`src/include/tmr_pkg.sv`:
```
// constants and types of the dual 16-bit timer counter block
package tmr_pkg;
	// ----------------------------------------
	// register offsets
	// ----------------------------------------
	localparam logic [19:0] ADDR_POL0   = 20'h0_f0275;
	localparam logic [19:0] ADDR_CNT0   = 20'h0_f0276;
	localparam logic [19:0] ADDR_POL1   = 20'h0_f0285;
	localparam logic [19:0] ADDR_CNT1   = 20'h0_f0286;
	localparam logic [19:0] ADDR_CTRL   = 20'h0_f0290;
	localparam logic [19:0] ADDR_STAT   = 20'h0_f0292;
	localparam logic [19:0] ADDR_CLR    = 20'h0_f0294;
	localparam logic [19:0] ADDR_IRQ_EN = 20'h0_f0296;

	// ----------------------------------------
	// field positions and reset values
	// ----------------------------------------
	localparam int POL_B_BIT      = 0;    // polarity_out_b
	localparam int POL_C_BIT      = 1;    // polarity_out_c
	localparam int POL_D_BIT      = 2;    // polarity_out_d
	localparam int CTRL_MODE_LSB  = 0;    // mode field, 3 bits
	localparam int CTRL_START_LSB = 4;    // start bits ch0, ch1
	localparam int ST_OVF0_BIT    = 0;    // overflow_flag ch0
	localparam int ST_OVF1_BIT    = 1;    // overflow_flag ch1
	localparam int ST_UDF1_BIT    = 2;    // underflow_flag ch1
	localparam logic [7:0]  POL_RESET  = 8'h00;
	localparam logic [15:0] CNT_RESET  = 16'h0000;
	localparam logic [15:0] CNT_MAX    = 16'hffff;
	localparam logic [15:0] CNT_ONE    = 16'h0001;
	localparam logic [7:0]  CTRL_RESET = 8'h00;
	localparam logic [2:0]  ST_RESET   = 3'h0;

	// ----------------------------------------
	// operating modes
	// ----------------------------------------
	typedef enum logic [2:0] {
		MODE_TIMER,
		MODE_PWM,
		MODE_RSYNC,
		MODE_THREE_OUTPUT_PWM_MODE,
		MODE_COMP
	} mode_t;
endpackage

```
`src/rtl/tmr_counter_pwm_pol.sv`:
```
// dual 16-bit counter with pwm output polarity and flag logic
//
// Function
// - polarity acts only in plain pwm function
// - second counter idle in rsync and three_output_pwm_mode
// - first counter counts up only there
// - first counter overflow sets its flag
// - complementary mode counters count up or down
// - second counter underflow sets its flag
// - counters reset 0000H, polarity 00H
// - no count without timer clock enable
// - wrap FFFFH to 0000H sets overflow, clears too
// - underflow flag only in complementary mode
//
// Decided for this implementation: the strobed register port.
`timescale 1ns/1ns
`default_nettype none
module tmr_counter_pwm_pol
	import tmr_pkg::*;
(
	input  wire logic        clk,
	input  wire logic        nrst,
	input  wire logic [19:0] addr,
	input  wire logic [15:0] wdata,
	input  wire logic        wr_stb,
	input  wire logic        rd_stb,
	output logic      [15:0] rdata,
	input  wire logic [1:0]  count_tick,
	input  wire logic [1:0]  count_down,
	input  wire logic [1:0]  count_clear,
	input  wire logic [2:0]  pwm_raw_ch0,
	input  wire logic [2:0]  pwm_raw_ch1,
	input  wire logic        option_hs_clock_select,
	input  wire logic        timer_clock_enable,
	output logic      [2:0]  output_pins_ch0,
	output logic      [2:0]  output_pins_ch1,
	output logic             irq
);

	// ----------------------------------------
	// register storage
	// ----------------------------------------
	logic [7:0]  pol_reg   [2];   // pwm_polarity_ctrl per channel
	logic [15:0] cnt_reg   [2];   // timer_count per channel
	logic [15:0] cnt_next  [2];   // counter next values
	logic [7:0]  ctrl_reg;        // mode and start bits
	logic [2:0]  stat_reg;        // sticky event flags
	logic [2:0]  stat_next;       // flags next value
	logic [2:0]  irq_en_reg;      // interrupt enables
	logic [15:0] rdata_reg;       // read data holding
	logic [15:0] rdata_next;      // read mux result
	logic [2:0]  pin_reg   [2];   // registered pin levels
	logic        irq_reg;         // registered interrupt
	logic [1:0]  hs_sync_reg;     // option select synchroniser
	logic [1:0]  en_sync_reg;     // clock enable synchroniser

	// ----------------------------------------
	// decode
	// ----------------------------------------
	// unused mode codes decode to none of the named modes and act as timer mode
	wire mode_t mode      = mode_t'(ctrl_reg[CTRL_MODE_LSB +: 3]);
	wire        in_pwm    = (mode == MODE_PWM);
	wire        in_comp   = (mode == MODE_COMP);
	wire        in_upmode = (mode == MODE_RSYNC) || (mode == MODE_THREE_OUTPUT_PWM_MODE);
	wire [1:0]  start     = ctrl_reg[CTRL_START_LSB +: 2];
	wire        hs_sel    = hs_sync_reg[1];
	wire        clk_en    = en_sync_reg[1];
	// a disabled timer clock freezes everything that counts
	wire        run_ok    = clk_en;
	// exact address match; no byte lanes, so no partial hits
	wire        hit_pol0  = (addr == ADDR_POL0);
	wire        hit_cnt0  = (addr == ADDR_CNT0);
	wire        hit_pol1  = (addr == ADDR_POL1);
	wire        hit_cnt1  = (addr == ADDR_CNT1);
	wire        hit_ctrl  = (addr == ADDR_CTRL);
	wire        hit_stat  = (addr == ADDR_STAT);
	wire        hit_clr   = (addr == ADDR_CLR);
	wire        hit_irqen = (addr == ADDR_IRQ_EN);
	// per channel write enables for counter and polarity
	wire [1:0]  wr_cnt    = {wr_stb && hit_cnt1, wr_stb && hit_cnt0};
	wire [1:0]  wr_pol    = {wr_stb && hit_pol1, wr_stb && hit_pol0};
	// raw levels gathered per channel for the generate loop
	wire [2:0]  raw       [2];
	assign raw[0] = pwm_raw_ch0;
	assign raw[1] = pwm_raw_ch1;

	// ----------------------------------------
	// per channel counters and polarity
	// ----------------------------------------
	logic [1:0] ovf_ev;   // FFFFH to 0000H wrap per channel
	logic [1:0] udf_ev;   // 0000H to FFFFH wrap per channel
	logic [1:0] active;   // channel allowed to count
	logic [1:0] dir_dn;   // channel counting down

	genvar g;
	generate
		for (g = 0; g < 2; g++)
		begin : g_ch
			// second channel sits idle in the single-counter modes
			assign active[g] = start[g] && run_ok
				&& !(g == 1 && in_upmode);
			// only complementary mode may count down
			assign dir_dn[g] = in_comp && count_down[g];
			// one count step when a tick meets an active channel
			wire step = active[g] && count_tick[g];
			// end points for wrap detection
			wire at_max = (cnt_reg[g] == CNT_MAX);
			wire at_min = (cnt_reg[g] == CNT_RESET);
			// a clear from compare or capture at FFFFH still wraps
			assign ovf_ev[g] = step && !wr_cnt[g] && at_max
				&& (!dir_dn[g] || count_clear[g]);
			// a clear at 0000H while counting down is no underflow
			assign udf_ev[g] = step && !wr_cnt[g] && dir_dn[g]
				&& !count_clear[g] && at_min;

			// next count: write beats counting, clear beats step
			always_comb
			begin
				cnt_next[g] = cnt_reg[g];
				if (wr_cnt[g])
				begin
					// full word only, byte lanes not offered
					cnt_next[g] = wdata;
				end
				else if (step && count_clear[g])
				begin
					cnt_next[g] = CNT_RESET;
				end
				else if (step && dir_dn[g])
				begin
					cnt_next[g] = cnt_reg[g] - CNT_ONE;
				end
				else if (step)
				begin
					cnt_next[g] = cnt_reg[g] + CNT_ONE;
				end
			end

			// counter and polarity storage
			always_ff @(posedge clk or negedge nrst)
			begin
				if (!nrst)
				begin
					cnt_reg[g] <= CNT_RESET;
					pol_reg[g] <= POL_RESET;
				end
				else
				begin
					cnt_reg[g] <= cnt_next[g];
					if (wr_pol[g])
					begin
						// only the three defined bits are kept
						pol_reg[g] <= {5'h0_0, wdata[2:0]};
					end
				end
			end

			// polarity: 0 inverts to low active, 1 passes high active
			wire [2:0] pol_bits = {pol_reg[g][POL_D_BIT],
				pol_reg[g][POL_C_BIT], pol_reg[g][POL_B_BIT]};
			wire [2:0] shaped = in_pwm ? ~(raw[g] ^ pol_bits)
				: raw[g];

			// pins straight from flops
			always_ff @(posedge clk or negedge nrst)
			begin
				if (!nrst)
				begin
					// pins idle low until the first clock after reset
					pin_reg[g] <= 3'h0;
				end
				else
				begin
					pin_reg[g] <= shaped;
				end
			end
		end
	endgenerate

	// ----------------------------------------
	// status flags
	// ----------------------------------------
	// set wins over a clear arriving in the same cycle
	wire [2:0] clr_mask = (wr_stb && hit_clr) ? wdata[2:0] : 3'h0;
	wire [2:0] set_mask = {
		udf_ev[1] && in_comp,
		ovf_ev[1],
		ovf_ev[0]
	};

	always_comb
	begin
		// flags stay set until software writes a one to clear them
		stat_next = (stat_reg & ~clr_mask) | set_mask;
	end

	// ----------------------------------------
	// control, enables, synchronisers
	// ----------------------------------------
	// option select and clock enable come from other clock logic
	// two stages each against metastability; only the second is read
	always_ff @(posedge clk or negedge nrst)
	begin
		if (!nrst)
		begin
			hs_sync_reg <= 2'h0;
			en_sync_reg <= 2'h0;
		end
		else
		begin
			hs_sync_reg <= {hs_sync_reg[0], option_hs_clock_select};
			en_sync_reg <= {en_sync_reg[0], timer_clock_enable};
		end
	end

	// software control registers
	always_ff @(posedge clk or negedge nrst)
	begin
		if (!nrst)
		begin
			ctrl_reg   <= CTRL_RESET;
			irq_en_reg <= ST_RESET;
			stat_reg   <= ST_RESET;
		end
		else
		begin
			// status moves every cycle, bus registers only on a strobe
			stat_reg <= stat_next;
			if (wr_stb && hit_ctrl)
			begin
				ctrl_reg <= wdata[7:0];
			end
			if (wr_stb && hit_irqen)
			begin
				irq_en_reg <= wdata[2:0];
			end
		end
	end

	// ----------------------------------------
	// read path and interrupt
	// ----------------------------------------
	// unmapped addresses read as zero
	always_comb
	begin
		rdata_next = 16'h0000;
		if (hit_pol0)
		begin
			rdata_next = {8'h00, pol_reg[0]};
		end
		else if (hit_cnt0)
		begin
			rdata_next = cnt_reg[0];
		end
		else if (hit_pol1)
		begin
			rdata_next = {8'h00, pol_reg[1]};
		end
		else if (hit_cnt1)
		begin
			rdata_next = cnt_reg[1];
		end
		// control read carries the synchronised clock select in bit 8
		else if (hit_ctrl)
		begin
			rdata_next = {7'h00, hs_sel, ctrl_reg};
		end
		else if (hit_stat)
		begin
			rdata_next = {13'h0000, stat_reg};
		end
		else if (hit_irqen)
		begin
			rdata_next = {13'h0000, irq_en_reg};
		end
	end

	// read data held valid only in the cycle after the strobe
	always_ff @(posedge clk or negedge nrst)
	begin
		if (!nrst)
		begin
			rdata_reg <= 16'h0000;
			irq_reg   <= 1'b0;
		end
		else
		begin
			rdata_reg <= rd_stb ? rdata_next : 16'h0000;
			// next status used so irq rises together with the flag
			irq_reg   <= |(stat_next & irq_en_reg);
		end
	end

	// outputs are plain flop copies, no logic after the flops
	assign rdata           = rdata_reg;
	assign irq             = irq_reg;
	assign output_pins_ch0 = pin_reg[0];
	assign output_pins_ch1 = pin_reg[1];

endmodule
`default_nettype wire

```
`config.mk`:
```
export PLATFORM = sky130hd
export DESIGN_NAME = tmr_counter_pwm_pol
export DESIGN_NICKNAME = d
export VERILOG_FILES = /design/src/include/tmr_pkg.sv /design/src/rtl/tmr_counter_pwm_pol.sv
export SDC_FILE = /design/constraint.sdc
export NUM_CORES = 1
export LEC_CHECK = 0
export BUFFER_PORTS_ARGS = -buffer_cell sky130_fd_sc_hd__buf_2
export CAP_MARGIN = 40
export CORE_UTILIZATION = 52
export CTS_CLUSTER_DIAMETER = 50
export CTS_CLUSTER_SIZE = 28
export DETAILED_ROUTE_END_ITERATION = 6
export PLACE_DENSITY = 0.85
export SLEW_MARGIN = 25
export SYNTH_ARGS = -nofsm -noshare
export SYNTH_HDL_FRONTEND = slang
export SYNTH_SLANG_ARGS = --single-unit
```
`constraint.sdc`:
```
create_clock -name clk -period 3.1 [get_ports clk]
set_input_delay 0 -clock clk [delete_from_list [all_inputs] [get_ports clk]]
set_output_delay 0 -clock clk [all_outputs]
set_load 0.05 [all_outputs]
```
; ---- Word level (Yosys, flattened, before mapping)
; Cells that the tools add are included.
; Widths: inputs -> output; s select.
[word_totals]
register_bits = 79
output_inout_bits = 23
inputBits = 54
[classes]
eq_ne = 14
n_addsub = 4
n_reduce_logical = 41
muxes = 19
bitwise_logic = 8
[ops]
columns = op, count
row1 = $mux 16, 13
row2 = $eq 20x20->1 const B, 8
row3 = $add 16x1->16 const B, 2
row4 = $eq 16x16->1 const B, 2
row5 = $sub 16x1->16 const B, 2
row6 = $logic_and 1x1->1, 28
row7 = $logic_not 16->1, 1
row8 = $mux 3, 5
row9 = $mux 9, 1
row10 = $not 3->3, 3
row11 = $reduce_bool 4->1, 2
row12 = $and 3x3->3, 2
row13 = $eq 3x2->1 const B, 2
row14 = $logic_not 1->1, 6
row15 = $xor 3x3->3, 2
row16 = $eq 3x1->1 const B, 1
row17 = $eq 3x3->1 const B, 1
row18 = $logic_or 1x1->1, 3
row19 = $or 3x3->3, 1
row20 = $reduce_or 3->1, 1

; ---- Longest topological paths before layout
[depth]
word_depth = 13
mapped_depth = 11
mapped_depth_nobuf = 10

; ---- Worst setup path before layout
; Ideal clock, no wire load.
[synth_timing]
path_type = register -> register
from = reg ctrl_reg[1]
to = reg cnt_reg[10] (netlist name)
setup_slack_ns = 0.175
stages_incl_launch_ff = 11
synth_period_minus_slack_ns = 2.925
arrival_ns = 2.800
cell_sequence = dfrtp_1 nor4bb_1 nand2_1 xnor2_1 ha_1 or2_2 nor4_2 nand2_1 a31oi_1 o21bai_1 mux2_2
[synth_between]
elab_chain_len = 9
[synth_rtl]
columns = item, line_no
row1 = start: declaration, tmr_counter_pwm_pol.sv:46  ; logic [7:0] ctrl_reg;
row2 = start signal: assignment, tmr_counter_pwm_pol.sv:231  ; ctrl_reg <= wdata[7:0];
row3 = $eq 3x2->1, tmr_counter_pwm_pol.sv:64  ; wire in_upmode = (mode == MODE_RSYNC) || (mode == MODE_THREE_OUTPUT_PWM_MODE);
row4 = $logic_or 1x1->1, tmr_counter_pwm_pol.sv:64
row5 = $logic_not 1->1, tmr_counter_pwm_pol.sv:101  ; && !(g == 1 && in_upmode);
row6 = $logic_and 1x1->1, tmr_counter_pwm_pol.sv:101
row7 = $logic_and 1x1->1, tmr_counter_pwm_pol.sv:105  ; wire step = active[g] && count_tick[g];
row8 = $logic_and 1x1->1, tmr_counter_pwm_pol.sv:129  ; else if (step && dir_dn[g])
row9 = $mux 16, tmr_counter_pwm_pol.sv:129
row10 = $mux 16, tmr_counter_pwm_pol.sv:125  ; else if (step && count_clear[g])
row11 = $mux 16, tmr_counter_pwm_pol.sv:120  ; if (wr_cnt[g])
row12 = end signal: indexed assignment, tmr_counter_pwm_pol.sv:149  ; cnt_reg[g] <= cnt_next[g];
row13 = end: declaration, tmr_counter_pwm_pol.sv:44  ; logic [15:0] cnt_reg [2];
; Parallel ways exist; a longest one is shown, timed or not.
; A chain may end at the register's enable or synchronous reset.

; ---- Worst setup path after layout
[layout_timing]
from = reg ctrl_reg[1]
to = reg cnt_reg[30] (netlist name)
[layout_between]
elab_chain_len = 6
[layout_rtl]
columns = item, line_no
row1 = $eq 3x3->1 (*), tmr_counter_pwm_pol.sv:63  ; wire in_comp = (mode == MODE_COMP);
row2 = $logic_and 1x1->1 (*), tmr_counter_pwm_pol.sv:103  ; assign dir_dn[g] = in_comp && count_down[g];
row3 = $logic_and 1x1->1 (*), tmr_counter_pwm_pol.sv:129
row4 = $mux 16, tmr_counter_pwm_pol.sv:129
row5 = $mux 16, tmr_counter_pwm_pol.sv:125
row6 = $mux 16, tmr_counter_pwm_pol.sv:120
; Mark *: on every way between the ends. The rest lies on a longest branch, timed or not.

==> results.sh <==
export IMPL_hold_worst_slack_ns=0.02416
export IMPL_place_area_mm2=0.005408
export IMPL_synthArstFlopShare_pct=100.0
export IMPL_grt_pass1_wl_um=24980
export IMPL_cp_start_kind="register"
export IMPL_nets=712
export IMPL_syn2layout_area_growth_pct=21.19
export IMPL_finalHoldViolations=0
export IMPL_dp_cells=728
export IMPL_ff2ff_path_depth=10
export IMPL_relSlewSlack_pct=48.27
export IMPL_crit_path_end="cnt_reg[30]"
export IMPL_ir_worst_vdd_mv=0.2550
export IMPL_syn_nets=617
export IMPL_finish_instance_area_mm2=0.005924
export IMPL_ys_warnings_count=0
export IMPL_drc=0
export IMPL_synth_area_mm2=0.004888
export IMPL_worstMarginPinSlew_ns=0.7759
export IMPL_cts_root_buf="clkbuf_8"
export IMPL_ios=77
export IMPL_ys_types=67
export IMPL_place_gp_congestion=0.9545
export IMPL_cts_tree="built"
export IMPL_ant_nets=0
export IMPL_port_buffers=76
export IMPL_worstSetupPathType="reg2reg"
export IMPL_die_width_um=98.96
export IMPL_avgSynthCellArea_um2=8.714
export IMPL_clk_latency_ns=0.37
export IMPL_layout_worst_path_cycle_share_pct=93.96
export IMPL_dr_pass1_iters=5
export IMPL_maxSlewViolCount=0
export IMPL_clock_skew_final_ns=0.009626
export IMPL_first_iter_violations=578
export IMPL_htree_levels=3
export IMPL_critPathRequiredTime_ns=3.39
export IMPL_antenna_cells=0
export IMPL_r2r_end="cnt_reg[30]"
export IMPL_critPathMaxStageDelay_ns=0.53
export IMPL_dp_hpwl_um=10970
export IMPL_core_area_mm2=0.009153
export IMPL_p_seq_share_pct=49.7
export IMPL_synth_most_common_cell="dfrtp_1"
export IMPL_reg2reg_slack_ns=0.19
export IMPL_r2r_start="ctrl_reg[1]"
export IMPL_timing_critical_path_fanout_max=8
export IMPL_cp_slowest_cell="nor4bb_1"
export IMPL_timing_fmax_mhz=343.3
export IMPL_cts_buffers=9
export IMPL_start_util_pct=53.41
export IMPL_grt_overflow=0
export IMPL_p_int_uw=1561
export IMPL_cap_violations=0
export IMPL_std_cell_rows=35
export IMPL_clock_path_buffers=2
export IMPL_synth_area_leaders="dfrtp_1 40%, nor2_1 5.4%, nand2_1 3.3%, mux2_2 3.2%, a21oi_1 3.2%"
export IMPL_antenna_found_initial=0
export IMPL_synth_cells=561
export IMPL_setup_viol_count_final=0
export IMPL_path_clk_slew_ns=0.09
export IMPL_switching_share_pct=25.27
export IMPL_cellPowerDensity_mw_per_mm2=352.6
export IMPL_end_kind="register"
export IMPL_fin_cells=772
export IMPL_period_minus_slack_ns=2.913
export IMPL_p_sw_uw=527.9
export IMPL_critPathLaunch="ctrl_reg[1]"
export IMPL_synth_ff_type="dfrtp_1"
export IMPL_grtUsageTotal_pct=32.73
export IMPL_wirelength_um=15690
export IMPL_drive_gt1_share_pct=20.73
export IMPL_synthTopCellsByCount="79 x dfrtp_1, 70 x nor2_1, 43 x nand2_1"
export IMPL_chipHeight_um=98.96
export IMPL_status="finished clean"
export IMPL_via_per_inst=6.767
export IMPL_vias=5224
export IMPL_power_leakage_uw=0.002543
export IMPL_yosys_area_top_type="dfrtp_1"
export IMPL_grt_max_degree=53
export IMPL_dieArea_mm2=0.009792
export IMPL_largest_reg_flops=32
export IMPL_pwr_share_clk_pct=42.7
export IMPL_synth_edf_count=0
export IMPL_yosysTopAreaCellShare_pct=40.44
export IMPL_synth_seq_cells=79
export IMPL_p_comb_share_pct=7.6
export IMPL_grt_pass1_vias=4871
export IMPL_yosysSeqAreaShare_pct=40.44
export IMPL_hp_class="in2reg"
export IMPL_cts_sinks=79
export IMPL_path_cells="nor4bb_1 -> nand2_1 -> xnor2_1 -> ha_1 -> nor2_1 -> nand3_1 -> or4_4 -> a211oi_2 -> a41oi_1 -> a21oi_1"
export IMPL_cp_arrival_ns=3.21
export IMPL_detail_route_wl_per_cell_um=20.32
==> metal layers <==
layer	GRT usage, %	wire length (um)
met4	14.35	482
met5	0	0
met1	44.39	6293
met2	52.56	7356
met3	4.397	1555
==> power groups by stage <==
stage	clock network, uW	logic, uW	registers, uW
floorplan	0	29.2	1070
finish	891	159	1040
CTS	893	156	1040
detailed placement	0	131	1060
global placement	0	123	1060
global route	931	171	1040
==> placed cells by master, fill, tap and decap left out, types with 14 or more instances in the layout <==
| cell type | instances |
|---|---|
| dfrtp_1 | 79 |
| buf_2 | 75 |
| nor2_1 | 70 |
| nand2_1 | 43 |
| o21ai_0 | 31 |
| a21oi_1 | 31 |
| nand3_1 | 26 |
| dlygate4sd3_1 | 26 |
| a22oi_1 | 16 |
| nor3_1 | 15 |
| buf_4 | 15 |
| nor4_1 | 14 |
| mux2_2 | 14 |
==> stage by stage <==
stage	setup slack, ns	util [%]	setup TNS (ns)	total power [uW]
finish	0.1873	64.73	0	2089
global route	-0.002319	64.73	-0.002319	2141
CTS	0.03843	64.33	0	2088
detailed placement	0.09837	59.08	0	1190
global placement	0.1921	58.78	0	1182
floorplan	0.1750	-	0	1103
==> how the worst min path moves through the flow <==
| stage | startpoint | end | slack, ns | cells after the start |
|---|---|---|---|---|
| 2_1_floorplan | nrst | cnt_reg[0] | -0.30 | 0 |
| 3_3_place_gp | option_hs_clock_select | hs_sync_reg[0] | 0.11 | 1 |
| 3_5_place_dp | nrst | cnt_reg[28] | -0.05 | 1 |
| 4_1_cts | wr_stb | g_ch[0].pol_bits[0] | 0.02 | 3 |
| 5_1_grt | wr_stb | g_ch[0].pol_bits[0] | 0.03 | 3 |
| 6_report | wr_stb | g_ch[0].pol_bits[0] | 0.02 | 3 |
==> logic make-up (layout without fill, tap and decap cells) <==
kind of cell / Yosys count / count (layout) / share of synthesized area, %
AND/OR/NAND/NOR: 247 / 247 / 26.44
AO/OA/AOI/OAI: 158 / 158 / 22.50
flip-flops: 79 / 79 / 40.44
buffers and inverters: 44 / 144 / 3.635
multiplexers: 22 / 22 / 4.863
XOR/XNOR: 9 / 9 / 1.613
adder cells (fa/ha/maj): 2 / 2 / 0.5118
==> cell type report <==
cell class,count,area (um^2)
clock buffer,10,127.6
tap,111,138.9
clock inverter,6,92.59
timing repair buffer,118,780.7
sequential,79,1977
fill,746,3228
multi-input combinational,438,2770
inverter,10,37.54
==> critical path, delay by kind of cell (launching register included) <==
family | cells | cell delay, ns
fa+ha+maj | 1 | 0.26
simple gates | 5 | 1.49
compound gates | 3 | 0.44
xor+xnor | 1 | 0.16
flops | 1 | 0.49
==> timing repair <==
action | 4_1_cts | 5_1_grt
setup buffers | 0 | 1
resized for setup | 0 | 3
endpoints found under the hold margin | 127 | 0
hold buffers | 26 | 0
setup endpoints to repair | 0 | 5
Note: power is estimated with default switching activity, not from simulation.
